[src/accel_mode_control_defs.vh]
/*
  Register offsets, field positions, codes, reset values and timing
  figures used by the mode control block, not by its sample FIFO.
  Assumes inclusion by bare name from files in the same folder.
*/
`ifndef ACCEL_MODE_CONTROL_DEFS_VH
`define ACCEL_MODE_CONTROL_DEFS_VH

// ----------------------------------------
// register offsets
// ----------------------------------------
`define ADDR_FEATURE_TWO 8'h0e
`define ADDR_INIT_KEY 8'h0f
`define ADDR_MODE_CTRL 8'h10

// ----------------------------------------
// field positions
// ----------------------------------------
`define FS2_STREAM_BIT 5
`define FS2_POLARITY_BIT 6
`define FS2_EXT_ON_BIT 7
`define MC_RESERVED_BIT 3
`define MC_X_PD_BIT 4
`define MC_Y_PD_BIT 5
`define MC_Z_PD_BIT 6
`define MC_GO_BIT 7

// ----------------------------------------
// reset values
// ----------------------------------------
`define FS2_RESET 8'h00
`define MC_RESET 8'h00

// ----------------------------------------
// mode codes
// ----------------------------------------
`define MODE_SLEEP 3'h0
`define MODE_STANDBY 3'h1
`define MODE_WATCH 3'h2
`define MODE_RSVD_A 3'h3
`define MODE_RSVD_B 3'h4
`define MODE_CONT 3'h5
`define MODE_WATCH_SAMPLE 3'h6
`define MODE_BURST 3'h7

// ----------------------------------------
// init key values and continuous burst length
// ----------------------------------------
`define INIT_KEY_VALUE 8'h42
`define INIT_RB_STARTUP 8'h45
`define INIT_RB_READY 8'h40
`define INIT_RB_KEYED 8'h43
`define BURST_CONTINUOUS 8'hff

// ----------------------------------------
// timing
// ----------------------------------------
`define CLK_KHZ 10000
`define STATUS_LAG_MS 2
`define HB_APPLY_TICKS 2
`define HEARTBEAT_DIV 16
`define STARTUP_CYCLES 64

`endif

[src/sample_fifo.v]
/*
  Sample FIFO with registered output stage, optional overwrite of the
  oldest entry when full, and a discard path when storage is off.
  Assumes one clock, synchronous active-low reset, power-of-two free.
*/
`timescale 1ns/1ps

module sample_fifo #(
  parameter WIDTH = 16,
  parameter integer DEPTH = 8,
  parameter AW = 3
) (
  // clock and reset
  input wire clk,
  input wire resetn,
  // control
  input wire store_en,
  input wire overwrite,
  // fill side
  input wire push_valid,
  input wire [WIDTH-1:0] push_data,
  output reg push_ready,
  // drain side
  output reg pop_valid,
  output reg [WIDTH-1:0] pop_data,
  input wire pop_ready,
  // status
  output reg full,
  output reg empty
);

  localparam integer LAST_INT = DEPTH - 1;
  localparam [AW:0] FULL_COUNT = DEPTH[AW:0];
  localparam [AW-1:0] LAST_PTR = LAST_INT[AW-1:0];

  reg [WIDTH-1:0] mem [0:DEPTH-1];
  reg [AW-1:0] wr_ptr;
  reg [AW-1:0] rd_ptr;
  reg [AW:0] mcount;
  reg [AW:0] next_count;
  reg next_pop_valid;
  wire load_out;
  wire do_push;
  wire drop;
  wire advance;

  // pointer step with wrap
  function [AW-1:0] step;
    input [AW-1:0] p;
    begin
      step = (p == LAST_PTR) ? {AW{1'b0}} : p + 1'b1;
    end
  endfunction

  // move, push and drop decisions
  assign load_out = (mcount != {(AW+1){1'b0}}) && (!pop_valid || pop_ready);
  assign do_push = push_valid && push_ready && store_en &&
                   ((mcount != FULL_COUNT) || overwrite);
  assign drop = do_push && (mcount == FULL_COUNT) && !load_out;
  assign advance = load_out || drop;

  // occupancy after this edge
  always @* begin
    next_count = mcount;
    if (do_push && !advance) begin
      next_count = mcount + 1'b1;
    end else if (!do_push && advance) begin
      next_count = mcount - 1'b1;
    end
    next_pop_valid = load_out ? 1'b1 : (pop_ready ? 1'b0 : pop_valid);
  end

  // storage without reset
  always @(posedge clk) begin
    if (do_push) begin
      mem[wr_ptr] <= push_data;
    end
    if (load_out) begin
      pop_data <= mem[rd_ptr];
    end
  end

  // pointers, count and flags
  always @(posedge clk) begin
    if (!resetn) begin
      wr_ptr <= {AW{1'b0}};
      rd_ptr <= {AW{1'b0}};
      mcount <= {(AW+1){1'b0}};
      pop_valid <= 1'b0;
      push_ready <= 1'b1;
      full <= 1'b0;
      empty <= 1'b1;
    end else begin
      if (do_push) begin
        wr_ptr <= step(wr_ptr);
      end
      if (advance) begin
        rd_ptr <= step(rd_ptr);
      end
      mcount <= next_count;
      pop_valid <= next_pop_valid;
      full <= (next_count == FULL_COUNT);
      empty <= (next_count == {(AW+1){1'b0}}) && !next_pop_valid;
      push_ready <= !store_en || overwrite || (next_count != FULL_COUNT);
    end
  end

endmodule

[src/accel_mode_control.v]
/*
  Mode control of a three-axis motion sensor: register port for the
  feature, init key and mode registers, heartbeat-paced mode machine,
  counted bursts, external trigger on the interrupt pin, sample FIFO.
  Assumes a serial front end that turns host frames into register
  strobes on this clock, and a sample pipeline on the same clock.
*/
`timescale 1ns/1ps
`include "accel_mode_control_defs.vh"

module accel_mode_control #(
  parameter WIDTH = 16,
  parameter integer DEPTH = 8,
  parameter AW = 3,
  parameter integer STATUS_LAG_CYCLES = `STATUS_LAG_MS * `CLK_KHZ,
  parameter integer HEARTBEAT_DIV = `HEARTBEAT_DIV,
  parameter integer STARTUP_CYCLES = `STARTUP_CYCLES
) (
  // clock and reset
  input wire clk,
  input wire resetn,
  // register port
  input wire [7:0] reg_addr,
  input wire [7:0] reg_wdata,
  input wire reg_wr,
  input wire reg_rd,
  output reg [7:0] reg_rdata,
  output reg reg_rvalid,
  // neighbouring register bits and events
  input wire fifo_enable,
  input wire [7:0] burst_length,
  input wire activity_detect,
  input wire irq_request,
  // interrupt pin, two-way
  input wire irq_in,
  output reg irq_out,
  output reg irq_oe,
  // sample pipeline
  input wire sample_valid,
  input wire [WIDTH-1:0] sample_data,
  output wire sample_ready,
  output reg sample_request,
  // sample readout
  output wire fifo_valid,
  output wire [WIDTH-1:0] fifo_data,
  input wire fifo_ready,
  output wire fifo_full,
  output wire fifo_empty,
  // mode and power state
  output reg [2:0] op_mode,
  output reg [2:0] mode_status,
  output reg clocks_on,
  output reg sniff_on,
  output reg xyz_on,
  output reg x_power_down,
  output reg y_power_down,
  output reg z_power_down
);

  // ----------------------------------------
  // constants
  // ----------------------------------------
  localparam [31:0] LAG_LAST = STATUS_LAG_CYCLES - 1;
  localparam [31:0] HB_LAST = HEARTBEAT_DIV - 1;
  localparam [31:0] START_LAST = STARTUP_CYCLES - 1;
  localparam integer HB_APPLY_INT = `HB_APPLY_TICKS;
  localparam [1:0] HB_APPLY = HB_APPLY_INT[1:0];

  // ----------------------------------------
  // state
  // ----------------------------------------
  reg [7:0] feature_select_two;
  reg [2:0] mode_select_field;
  reg pend;
  reg pend_one_shot;
  reg one_shot_active;
  reg [1:0] hb_ticks;
  reg [15:0] hb_cnt;
  reg hb_tick;
  reg [15:0] start_cnt;
  reg startup_done;
  reg init_keyed;
  reg [23:0] lag_cnt;
  reg [7:0] burst_cnt;
  reg counted_burst_meta;
  reg counted_burst_sync;
  reg counted_burst_prev;
  wire wr_feature;
  wire wr_init;
  wire wr_mode;
  wire ext_sample_input_on;
  wire ext_edge_polarity;
  wire stream_on;
  wire counted_burst_edge;
  wire fifo_store;
  wire sample_taken;
  wire burst_done;
  wire auto_wake;

  // true for codes that the mode machine may take
  function valid_mode;
    input [2:0] m;
    begin
      valid_mode = (m != `MODE_RSVD_A) && (m != `MODE_RSVD_B);
    end
  endfunction

  // true for modes in which the XYZ pipeline runs
  function samples_in;
    input [2:0] m;
    begin
      samples_in = (m == `MODE_CONT) || (m == `MODE_WATCH_SAMPLE) ||
                   (m == `MODE_BURST);
    end
  endfunction

  // register strobes
  assign wr_feature = reg_wr && (reg_addr == `ADDR_FEATURE_TWO);
  assign wr_init = reg_wr && (reg_addr == `ADDR_INIT_KEY);
  assign wr_mode = reg_wr && (reg_addr == `ADDR_MODE_CTRL);

  // feature fields
  assign ext_sample_input_on = feature_select_two[`FS2_EXT_ON_BIT];
  assign ext_edge_polarity = feature_select_two[`FS2_POLARITY_BIT];
  assign stream_on = feature_select_two[`FS2_STREAM_BIT];

  // ----------------------------------------
  // heartbeat and start-up
  // ----------------------------------------

  // heartbeat enable pulse from divider
  always @(posedge clk) begin
    if (!resetn) begin
      hb_cnt <= 16'h0000;
      hb_tick <= 1'b0;
    end else if (hb_cnt == HB_LAST[15:0]) begin
      hb_cnt <= 16'h0000;
      hb_tick <= 1'b1;
    end else begin
      hb_cnt <= hb_cnt + 16'h0001;
      hb_tick <= 1'b0;
    end
  end

  // start-up sequence and init key
  always @(posedge clk) begin
    if (!resetn) begin
      start_cnt <= 16'h0000;
      startup_done <= 1'b0;
      init_keyed <= 1'b0;
    end else begin
      if (!startup_done) begin
        start_cnt <= start_cnt + 16'h0001;
        startup_done <= (start_cnt == START_LAST[15:0]);
      end
      if (wr_init && (reg_wdata == `INIT_KEY_VALUE)) begin
        init_keyed <= 1'b1;
      end
    end
  end

  // ----------------------------------------
  // register reads and feature register
  // ----------------------------------------

  // read answer one cycle after the strobe
  always @(posedge clk) begin
    if (!resetn) begin
      reg_rdata <= 8'h00;
      reg_rvalid <= 1'b0;
      feature_select_two <= `FS2_RESET;
    end else begin
      reg_rvalid <= reg_rd;
      if (wr_feature) begin
        feature_select_two <= reg_wdata;
      end
      if (reg_rd) begin
        case (reg_addr)
          `ADDR_FEATURE_TWO: begin
            reg_rdata <= feature_select_two;
          end
          `ADDR_INIT_KEY: begin
            reg_rdata <= init_keyed ? `INIT_RB_KEYED :
                         (startup_done ? `INIT_RB_READY : `INIT_RB_STARTUP);
          end
          default: begin
            reg_rdata <= 8'h00;
          end
        endcase
      end
    end
  end

  // ----------------------------------------
  // mode machine
  // ----------------------------------------

  // samples counted only while a burst runs
  assign sample_taken = sample_valid && sample_ready && (op_mode == `MODE_BURST);
  assign burst_done = sample_taken && (burst_length != `BURST_CONTINUOUS) &&
                      ((burst_cnt + 8'h01) >= burst_length);
  assign auto_wake = activity_detect && (op_mode == `MODE_WATCH);

  // commanded and automatic mode changes
  always @(posedge clk) begin
    if (!resetn) begin
      mode_select_field <= `MODE_SLEEP;
      op_mode <= `MODE_SLEEP;
      pend <= 1'b0;
      pend_one_shot <= 1'b0;
      one_shot_active <= 1'b0;
      hb_ticks <= 2'h0;
      burst_cnt <= 8'h00;
      x_power_down <= 1'b0;
      y_power_down <= 1'b0;
      z_power_down <= 1'b0;
    end else begin
      if (sample_taken) begin
        burst_cnt <= burst_cnt + 8'h01;
      end
      if (auto_wake) begin
        op_mode <= `MODE_CONT;
        mode_select_field <= `MODE_CONT;
        pend <= 1'b0;
      end else if (burst_done) begin
        op_mode <= one_shot_active ? `MODE_STANDBY : `MODE_SLEEP;
        mode_select_field <= one_shot_active ? `MODE_STANDBY : `MODE_SLEEP;
        one_shot_active <= 1'b0;
        pend <= 1'b0;
      end else if (wr_mode) begin
        x_power_down <= reg_wdata[`MC_X_PD_BIT];
        y_power_down <= reg_wdata[`MC_Y_PD_BIT];
        z_power_down <= reg_wdata[`MC_Z_PD_BIT];
        if (reg_wdata[`MC_GO_BIT] && (op_mode == `MODE_STANDBY) && !pend) begin
          pend <= 1'b1;
          pend_one_shot <= 1'b1;
          mode_select_field <= `MODE_BURST;
          hb_ticks <= 2'h0;
        end else if (!reg_wdata[`MC_GO_BIT] && valid_mode(reg_wdata[2:0])) begin
          pend <= 1'b1;
          pend_one_shot <= 1'b0;
          mode_select_field <= reg_wdata[2:0];
          hb_ticks <= 2'h0;
        end
      end else if (pend && hb_tick) begin
        if (hb_ticks + 2'h1 == HB_APPLY) begin
          op_mode <= mode_select_field;
          one_shot_active <= pend_one_shot;
          burst_cnt <= 8'h00;
          pend <= 1'b0;
        end
        hb_ticks <= hb_ticks + 2'h1;
      end
    end
  end

  always @(posedge clk) begin
    if (!resetn) begin
      lag_cnt <= 24'h000000;
      mode_status <= `MODE_SLEEP;
    end else if (mode_status == op_mode) begin
      lag_cnt <= 24'h000000;
    end else if (lag_cnt == LAG_LAST[23:0]) begin
      lag_cnt <= 24'h000000;
      mode_status <= op_mode;
    end else begin
      lag_cnt <= lag_cnt + 24'h000001;
    end
  end

  always @(posedge clk) begin
    if (!resetn) begin
      clocks_on <= 1'b0;
      sniff_on <= 1'b0;
      xyz_on <= 1'b0;
    end else begin
      clocks_on <= (op_mode != `MODE_SLEEP);
      sniff_on <= (op_mode == `MODE_WATCH) || (op_mode == `MODE_WATCH_SAMPLE);
      xyz_on <= samples_in(op_mode);
    end
  end

  // ----------------------------------------
  // external trigger on the interrupt pin
  // ----------------------------------------

  // pin synchroniser and edge history
  always @(posedge clk) begin
    if (!resetn) begin
      counted_burst_meta <= 1'b1;
      counted_burst_sync <= 1'b1;
      counted_burst_prev <= 1'b1;
    end else begin
      counted_burst_meta <= irq_in;
      counted_burst_sync <= counted_burst_meta;
      counted_burst_prev <= counted_burst_sync;
    end
  end

  assign counted_burst_edge = ext_edge_polarity ? (counted_burst_sync && !counted_burst_prev) :
                     (!counted_burst_sync && counted_burst_prev);

  // pin turned input, edges start samples in burst mode
  always @(posedge clk) begin
    if (!resetn) begin
      irq_oe <= 1'b1;
      irq_out <= 1'b1;
      sample_request <= 1'b0;
    end else begin
      irq_oe <= !ext_sample_input_on;
      irq_out <= !irq_request;
      sample_request <= ext_sample_input_on && counted_burst_edge &&
                        (op_mode == `MODE_BURST);
    end
  end

  // ----------------------------------------
  // sample FIFO
  // ----------------------------------------

  // storage needs FIFO enable and a sampling mode
  assign fifo_store = fifo_enable && samples_in(op_mode);

  // no dependence on host interface kind
  sample_fifo #(
    .WIDTH(WIDTH),
    .DEPTH(DEPTH),
    .AW(AW)
  ) u_fifo (
    .clk(clk),
    .resetn(resetn),
    .store_en(fifo_store),
    .overwrite(stream_on && fifo_enable),
    .push_valid(sample_valid),
    .push_data(sample_data),
    .push_ready(sample_ready),
    .pop_valid(fifo_valid),
    .pop_data(fifo_data),
    .pop_ready(fifo_ready),
    .full(fifo_full),
    .empty(fifo_empty)
  );

endmodule

[config.mk]
export PLATFORM = sky130hd
export DESIGN_NAME = accel_mode_control
export DESIGN_NICKNAME = d
export VERILOG_FILES = /design/src/sample_fifo.v /design/src/accel_mode_control.v
export VERILOG_INCLUDE_DIRS = /design/src
export SDC_FILE = /design/constraint.sdc
export NUM_CORES = 1
export LEC_CHECK = 0
export BUFFER_PORTS_ARGS = -buffer_cell sky130_fd_sc_hd__buf_2
export CAP_MARGIN = 0
export CORE_MARGIN = 2
export CORE_UTILIZATION = 39
export CTS_BUF_LIST = sky130_fd_sc_hd__clkbuf_2 sky130_fd_sc_hd__clkbuf_4 sky130_fd_sc_hd__clkbuf_8
export CTS_CLUSTER_DIAMETER = 120
export DETAILED_ROUTE_END_ITERATION = 10
export SETUP_SLACK_MARGIN = 0.4
export SYNTH_ARGS = -nofsm -noshare
export SYNTH_HDL_FRONTEND = slang
export SYNTH_HIERARCHICAL = 1
export SYNTH_SLANG_ARGS = --single-unit
[constraint.sdc]
create_clock -name clk -period 5.62 [get_ports clk]
set_input_delay 0.281 -clock clk [delete_from_list [all_inputs] [get_ports clk]]
set_output_delay 0.281 -clock clk [all_outputs]
set_load 0.01 [all_outputs]
# [Word-level counts from Yosys, hierarchy flattened]
# Memories as Yosys holds them, arrays and structs flattened. A register that Yosys moved wholly into a read port is not among the register bits.
# Index checks and enable logic that the tools add are counted.
[word_totals] reg_bits=124 ramBits=128 out_inout_bits=44 memories=1
[op_classes] add_sub_neg=9 magnitude_cmp=1 eq_ne=26 mux=46 bitwise=4 reduce_logical=76
[memory_table] name="u_fifo.mem" words=8 width=16 rd=1 rd_ports_with_merged_regs=1 write_ports=1 line="sample_fifo.v:36" text="reg [WIDTH-1:0] mem [0:DEPTH-1];"
[ops] op="$mux 8" count=6
[ops] op="$mux 3" count=14
[ops] op="$add 16x1->16 const B" count=2
[ops] op="$logic_and 1x1->1" count=28
[ops] op="$add 24x1->24 const B" count=1
[ops] op="$eq 24x15->1 const B" count=1
[ops] op="$mux 1" count=19
[ops] op="$eq 16x4->1 const B" count=1
[ops] op="$eq 16x6->1 const B" count=1
[ops] op="$eq 8x4->1 const B" count=2
[ops] op="$pmux 8 s2" count=1
[ops] op="$eq 3x3->1 const B" count=5
[ops] op="$reduce_bool 3->1" count=5
[ops] op="$logic_not 1->1" count=12
[ops] op="$reduce_and 3->1" count=4
[ops] op="$reduce_and 4->1" count=3
[ops] op="$reduce_bool 2->1" count=6
[ops] op="$add 8x1->8 const B" count=1
[ops] op="$eq 4x4->1 const B" count=2
[ops] op="$eq 8x5->1 const B" count=1
[ops] op="$eq 8x7->1 const B" count=1
[ops] op="$ge 8x8->1" count=1
[ops] op="$logic_or 1x1->1" count=8
[ops] op="$mux 2" count=4
[ops] op="other kinds (21)" count=33

# [Depth between registers and ports, before layout]
# Gate-level depths: netlist of the first run.
[logic_depth] ltp_word=14 ltp_mapped=12 depth_no_buf=11

# [Cells and area by module]
# The synthesis of the first run kept the hierarchy.
[by_module_without_submodules] mod="sample_fifo" instances=1 cells_each=296 area_each_um2=6107.1 seq_area_each_um2=4604.4
[by_module_without_submodules] mod="accel_mode_control" instances=1 cells_each=563 area_each_um2=5007.3 seq_area_each_um2=2202.1

# [Worst setup path after synthesis of the first run]
# No wires, ideal clock.
[synth_timing] path_kind="register to register" start="register op_mode[0]" end="memory u_fifo.mem[0][0], enable pin" setup_time_ns=0.430 arrival_time_ns=2.907 slack_ns=2.283 path_stages_with_launch=9 path_buffers=3 cell_sequence="dfxtp_1 > buf_2 > or2_2 > and3_1 > and3_1 > buf_2 > nand2b_4 > buf_6 > nor4_1"
[synth_between] elab_chain_len=8
[synth_lines] item="start, declared" line="accel_mode_control.v:50" text="output reg [2:0] op_mode,"
[synth_lines] item="start signal, assigned" line="accel_mode_control.v:208" text="op_mode <= `MODE_SLEEP;"
[synth_lines] item="start signal, assigned" line="accel_mode_control.v:222" text="op_mode <= `MODE_CONT;"
[synth_lines] item="start signal, assigned" line="accel_mode_control.v:226" text="op_mode <= one_shot_active ? `MODE_STANDBY : `MODE_SLEEP;"
[synth_lines] item="$eq 3x3->1 (no line)"
[synth_lines] item="$logic_or 1x1->1" line="accel_mode_control.v:112" text="samples_in = (m == `MODE_CONT) || (m == `MODE_WATCH_SAMPLE) ||"
[synth_lines] item="$logic_or 1x1->1 *" line="accel_mode_control.v:112"
[synth_lines] item="$logic_and 1x1->1 *" line="accel_mode_control.v:322" text="assign fifo_store = fifo_enable && samples_in(op_mode);"
[synth_lines] item="via fifo_store" line="accel_mode_control.v:95" text="wire fifo_store;"
[synth_lines] item="$logic_and 1x1->1 * (2 in a row)" line="sample_fifo.v:57" text="assign do_push = push_valid && push_ready && store_en &&"
[synth_lines] item="$mux 1 *" line="sample_fifo.v:75" text="if (do_push) begin"
[synth_lines] item="$mux 1 (not written as such) *" line="sample_fifo.v:76" text="mem[wr_ptr] <= push_data;"
[synth_lines] item="end, declared" line="sample_fifo.v:36"
# Mark *: on every way through the listed nets, which the timed path passes. The rest lies on a longest branch.

# [Worst setup path in the final report of the first run]
[layout_timing] start="register burst_cnt[0]" end="register hb_ticks[0]"
[layout_between] elab_chain_len=5
[layout_lines] item="start, declared" line="accel_mode_control.v:84" text="reg [7:0] burst_cnt;"
[layout_lines] item="start signal, assigned" line="accel_mode_control.v:219" text="burst_cnt <= burst_cnt + 8'h01;"
[layout_lines] item="$add 8x1->8" line="accel_mode_control.v:201" text="((burst_cnt + 8'h01) >= burst_length);"
[layout_lines] item="$ge 8x8->1" line="accel_mode_control.v:201"
[layout_lines] item="$logic_and 1x1->1" line="accel_mode_control.v:200" text="assign burst_done = sample_taken && (burst_length != `BURST_CONTINUOUS) &&"
[layout_lines] item="$not 1->1 (no line)"
[layout_lines] item="$reduce_and 4->1 (no line)"
[layout_lines] item="end signal, assigned" line="accel_mode_control.v:252" text="hb_ticks <= hb_ticks + 2'h1;"
[layout_lines] item="end, declared" line="accel_mode_control.v:77" text="reg [1:0] hb_ticks;"
# Every way passes these cells.
# A chain may end at the register's enable or synchronous reset.

==> results.cfg, run 1 <==
[outcome]
status = complete, no violations

[worst_setup_path]
crit_fanout = 11
path_buf_inv = 1
cp_cell_sequence = ha_1, nand3_1, or2_2, xnor2_1, ha_1, a41o_1, a21oi_1, inv_1, o21a_1, a211o_1, a32o_1
criticalPathCategory = flop to flop
path_common_cell = ha_1
worstPathRequired_ns = 6.07
start_kind = flop
crit_path_end_kind = flop
cp_slowest_stage_delay_ns = 0.39
crit_slowest_cell = dfxtp_1
critPathArrivalTime_ns = 3.42
crit_family = compound AO/OA/AOI/OAI gates

[sta]
setup_viol = 0
min_period_ns = 2.966
hold_viol = 0
fmax_ghz = 0.3371
max_slew_margin = 0.3001
maxSlewViolCount = 0
finalWorstSetupSlack_ns = 2.654
period_share = 0.5278
rsz0062_at_grt = false
worst_pin_slew_ns = 1.048
tns_ns = 0
finClkSkew_ns = 0.02681

[die]
ioPinCount = 94
core-area_mm2 = 0.02793
initial_core_util = 0.3979
dieArea_mm2 = 0.02987
die_y_um = 172.8
rows = 61
dieWidth_um = 172.8

[clock_tree]
cts_hold_buf = 25
cts_tree = yes
clk_latency_ns = 0.57
postCtsSetupBuffers = 0
clock-sinks = 268
cts_made_buffers = 46
cts_resized = 0
clockBufferDepth = 3
h-tree-depth = 2
clkTransAtPathRegs_ns = 0.06
cts-root-buf = clkbuf_8

[synthesis]
synth_edf_count = 144
yosys_warnings = 6
ys_seq_area_frac = 0.6124
synth_area_mm2 = 0.01111
ys_types = 72
syn-num-nets = 929
synthFlopType = edfxtp_1
synthArstFlopShare = 0
synth.avg_cell_area_um2 = 12.94
synth_cells = 859
synth_seq_cells = 268

[global_route]
grt_max_degree = 46
antenna_found_initial = 2
grt_pass1_wl_um = 36810
overflow = 0
grt_pass1_vias = 7089
global_route.usage.total = 0.1511

[finish]
multi_input_area_mm2 = 0.004096
nNetsFinal = 1070
regArea_mm2 = 0.006808
area_growth_pct = 18.89
final_util = 0.4730
antenna_cells = 0
layout.cells.non_filler = 1414
drive_above_1_share = 0.2500
fillCellCount = 2557

[pwr]
pwr_density_cell_mw_per_mm2 = 300.9
irDropWorstVdd_v = 0.0001573
p_total_w = 0.003976
power.leakage_nw = 4.755

[route]
routed_wl_um = 22390
via_count = 6963
wl_per_cell_um = 15.84
initialDrtViolationCount = 410
viasPerCell = 4.924
final_antenna_net_count = 0
drtPass1Iterations = 4
drc = 0

[job]
maxCapViolations = 0

[min_path]
hp-class = primary input to flop

[place]
dpl.hpwl_um = 13860
port_buffers = 93
dp_cells = 1305
pre_cts_ws_ns = 2.634
place_congestion = 0.7756
-- routing by layer --
metal | wire (um) | GRT usage | up-vias
li1 | - | - | 3418
met1 | 10460 | 0.2016 | 3365
met2 | 10540 | 0.2480 | 144
met3 | 1040 | 0.03232 | 32
met4 | 335 | 0.04520 | 4
met5 | 24 | 0 | -
-- cell usage after synthesis (3+ instances only) --
library cell | count | area share
nor2_1 | 109 | 0.037
mux4_2 | 32 | 0.065
xnor2_1 | 28 | 0.022
nor2b_1 | 7 | 0.0039
a21oi_1 | 23 | 0.010
a211oi_1 | 4 | 0.0027
nor3_1 | 15 | 0.0068
dfxtp_1 | 124 | 0.22
or2_2 | 3 | 0.0017
nand2b_1 | 14 | 0.0079
o21a_1 | 5 | 0.0034
or3_1 | 4 | 0.0023
nor4_1 | 9 | 0.0051
a21boi_0 | 3 | 0.0020
nor3b_1 | 3 | 0.0020
mux2i_1 | 17 | 0.015
buf_6 | 4 | 0.0041
and4_1 | 3 | 0.0024
nand3_1 | 36 | 0.016
ha_1 | 20 | 0.023
and2_1 | 9 | 0.0051
xor2_1 | 41 | 0.032
clkbuf_1 | 23 | 0.0078
o21ai_0 | 9 | 0.0041
buf_2 | 6 | 0.0027
nand3b_1 | 3 | 0.0020
and3_1 | 17 | 0.0096
edfxtp_1 | 144 | 0.39
nand4_1 | 14 | 0.0079
mux2_2 | 16 | 0.016
inv_1 | 16 | 0.0054
nand2_1 | 50 | 0.017
-- worst paths after layout --
check,from,endpoint,slack [ns],depth (start not counted)
worst max-delay path,burst_cnt[0],hb_ticks[0],2.65,11
worst min-delay path,reg_wdata[0],feature_select_two[0],0.04,3
worst max register to register,burst_cnt[0],hb_ticks[0],2.65,11
worst min register to register,counted_burst_meta,counted_burst_sync,0.41,1
-- layout make-up --
class | instances | area share
Clock buffer | 65 | 0.06155
Clock inverter | 19 | 0.01250
Inverter | 18 | 0.005113
Multi-Input combinational cell | 538 | 0.3100
Sequential cell | 268 | 0.5152
Tap cell | 378 | 0.03579
Timing Repair Buffer | 128 | 0.05984
-- stage by stage --
stage,hold WS [ns],instance area [um2]
2_1_floorplan,0.3510,11110
3_3_place_gp,0.3903,11990
3_5_place_dp,0.3972,11990
4_1_cts,0.02237,13210
5_1_grt,0.07828,13210
6_report,0.04449,13210
-- state kept, by name, indices dropped and copies added, names as in the netlist, 8 cells and up --
signal and flops:
u_fifo/pop_data 16, feature_select_two 8, burst_cnt 8, reg_rdata 8, u_fifo/mem 128, hb_cnt 16
start_cnt 16, lag_cnt 24
-- power breakdown --
part | total (W) | internal [W] | switching (W)
sequential | 0.00207 | 0.00207 | 0.00000468
clock | 0.00182 | 0.00104 | 0.000782
combinational | 0.0000860 | 0.0000380 | 0.0000480
total | 0.00398 | 0.00314 | 0.000835
-- kinds of logic after synthesis --
kind of cell,synth area share
compound gates,0.04559
simple gates,0.1474
flops,0.6124
xor+xnor,0.05437
buf+inv,0.02139
mux,0.09636
fa+ha+maj,0.02251
-- worst register-to-register path: stages, from the launching register on --
cell,delay (ns)
dfxtp_1,0.39
ha_1,0.23
nand3_1,0.14
or2_2,0.34
xnor2_1,0.13
ha_1,0.31
a41o_1,0.19
a21oi_1,0.18
inv_1,0.06
o21a_1,0.31
a211o_1,0.33
a32o_1,0.26
-- cells in the final DEF (no fill, tap or decap), drive strengths merged, types with 3 or more instances in the layout --
cell | netlist | routed
nand3 | 38 | 38
dfxtp | 124 | 124
nor3b | 3 | 3
nand2 | 51 | 51
a2111oi | 3 | 3
xnor2 | 28 | 28
nand4 | 14 | 14
edfxtp | 144 | 144
or2 | 3 | 3
o21ai | 9 | 9
a21oi | 23 | 23
a21boi | 3 | 3
mux2 | 16 | 16
inv | 18 | 20
o21a | 5 | 5
nand3b | 3 | 3
clkinv | 0 | 14
a211oi | 4 | 4
nand2b | 16 | 16
buf | 11 | 103
nor4 | 11 | 11
and2 | 11 | 11
mux2i | 17 | 17
clkbuf | 24 | 65
ha | 20 | 20
nor2 | 110 | 110
nor2b | 7 | 7
or3 | 4 | 4
nor3 | 16 | 16
and4 | 3 | 3
xor2 | 41 | 41
dlygate4sd3 | 0 | 25
and3 | 17 | 17
mux4 | 32 | 32
No activity file was read; power rests on OpenSTA's default activity.
==> run 2, diff against run 1 <==
==> constraint.sdc (replaced) <==
create_clock -name clk -period 2.5 [get_ports clk]
set_input_delay 0.125 -clock clk [delete_from_list [all_inputs] [get_ports clk]]
set_output_delay 0.125 -clock clk [all_outputs]
set_load 0.01 [all_outputs]
==> results.cfg, run 2 (same netlist as run 1, synthesis figures left out) <==
[outcome]
status = complete, no violations

[die]
dieWidth_um = 172.8
initial_core_util = 0.3979
die_y_um = 172.8
core-area_mm2 = 0.02793
ioPinCount = 94
dieArea_mm2 = 0.02987
rows = 61

[worst_setup_path]
crit_slowest_cell = dfxtp_4
cp_slowest_stage_delay_ns = 0.37
endpoint = mode_select_field[1]
crit_family = simple AND/OR/NAND/NOR gates
ff2ff_setup_slack_ns = 0.03
cp_num_cells = 12
critPathLaunch = burst_cnt[1]
worstPathRequired_ns = 3.01
reg2regPathDepth = 12
start_kind = flop
r2r_end = mode_select_field[1]
critPathArrivalTime_ns = 2.97
cp_cell_sequence = nand3_2, or2_4, nor2_4, xor2_1, ha_1, a41o_1, a21oi_2, inv_1, o21a_4, buf_6, or3_4, nor2b_1
crit_fanout = 4
crit_path_end_kind = flop
criticalPathCategory = flop to flop
path_buf_inv = 2
r2r_start = burst_cnt[1]

[clock_tree]
clkTransAtPathRegs_ns = 0.06
cts_tree = yes
clk_latency_ns = 0.56
clock-sinks = 268
cts_made_buffers = 46
clockBufferDepth = 3
cts-root-buf = clkbuf_8
h-tree-depth = 2

[sta]
worst_pin_slew_ns = 0.5505
rsz0062_at_grt = true
maxSlewViolCount = 0
finClkSkew_ns = 0.02860
hold_ws_ns = 0.05356
min_period_ns = 2.469
max_slew_margin = 0.6302
period_share = 0.9875
tns_ns = 0
hold_viol = 0
fmax_ghz = 0.4051
finalWorstSetupSlack_ns = 0.03131
setup_viol = 0

[global_route]
grt_pass1_vias = 7301
grt_util_met3 = 0.03672
antenna_found_initial = 0
grt_max_degree = 33
use_met2 = 0.2665
grt_pass1_wl_um = 37980
grtUsageMet1 = 0.1973
overflow = 0
global_route.usage.total = 0.1562
busiest_layer = met2

[route]
initialDrtViolationCount = 381
wl_per_cell_um = 15.91
routed_wl_um = 23290
final_antenna_net_count = 0
drtPass1Iterations = 4
via_count = 7160
drc = 0
viasPerCell = 4.891

[finish]
antenna_cells = 0
largest_reg_flops = 128
area_growth_pct = 25.76
layout_common_cells = 144 x edfxtp_1, 115 x dfxtp_1, 95 x nor2_1
stdcell_area_mm2 = 0.01398
regMostFlops = u_fifo/mem
nNetsFinal = 1119
top_regs = u_fifo/mem: 128 flops, lag_cnt: 24 flops
drive_above_1_share = 0.3260
final_common_cell = edfxtp_1
fillCellCount = 2509

[place]
pre_cts_ws_ns = -0.1761
dpl.hpwl_um = 14310
place_congestion = 0.7495
port_buffers = 93
place_area_mm2 = 0.01243

[pwr]
pwr_density_cell_mw_per_mm2 = 622.8
power.leakage_nw = 5.026
irDropWorstVdd_v = 0.0003145
p_total_w = 0.008706

[min_path]
hp-class = primary input to flop
min_from = reg_addr[6]

[job]
maxCapViolations = 0
## run 2: worst register-to-register path, delay by kind of cell (launching register included)
| family | cells | cell delay [ns] |
|---|---|---|
| AND/OR/NAND/NOR | 5 | 0.92 |
| AO/OA/AOI/OAI | 3 | 0.54 |
| adder cells (fa/ha/maj) | 1 | 0.27 |
| XOR/XNOR | 1 | 0.14 |
| buffers and inverters | 2 | 0.19 |
| flip-flops | 1 | 0.37 |
## run 2: how the worst min path moves through the flow
stage,end,cells past startpoint
floorplan,irq_out,1
global placement,irq_out,2
detailed placement,irq_out,2
CTS,reg_rdata[6],4
global route,reg_rdata[6],4
finish,reg_rdata[6],4
## run 2: cell type report
type                            count  area, um2  area share
Sequential cell                   268       6828      0.4885
Inverter                           18      70.07    0.005013
Clock inverter                     17      100.1    0.007161
Clock buffer                       68      804.5     0.05756
Timing Repair Buffer              177       1303     0.09319
Tap cell                          378      473.0     0.03384
Multi-Input combinational cell    538       4399      0.3147
## run 2: what timing repair did
action                                  4_1_cts  5_1_grt
hold endpoints to repair                    161        0
pin swaps                                     5       17
endpoints found under the setup margin       87       63
setup buffers                                 2        9
gates resized for setup                      22       32
gates cloned                                  0        0
hold buffers                                 33        0
## run 2: stage by stage
step / utilization / cells
after detailed placement: 0.4449 / 1335
after CTS: 0.4926 / 1455
after global placement: 0.4449 / 1335
after floorplan: - / 859
after global routing: 0.5004 / 1464
final: 0.5004 / 1464
## run 2: where the power goes
group | total, W | internal, W | switching (W)
Sequential | 0.00465 | 0.00464 | 0.0000112
Clock | 0.00384 | 0.00208 | 0.00176
Combinational | 0.000212 | 0.0000978 | 0.000114
## run 2: routing by layer
layer	routed length, um	vias up
li1	-	3513
met4	488	0
met1	10300	3452
met5	0	-
met2	11450	151
met3	1051	44
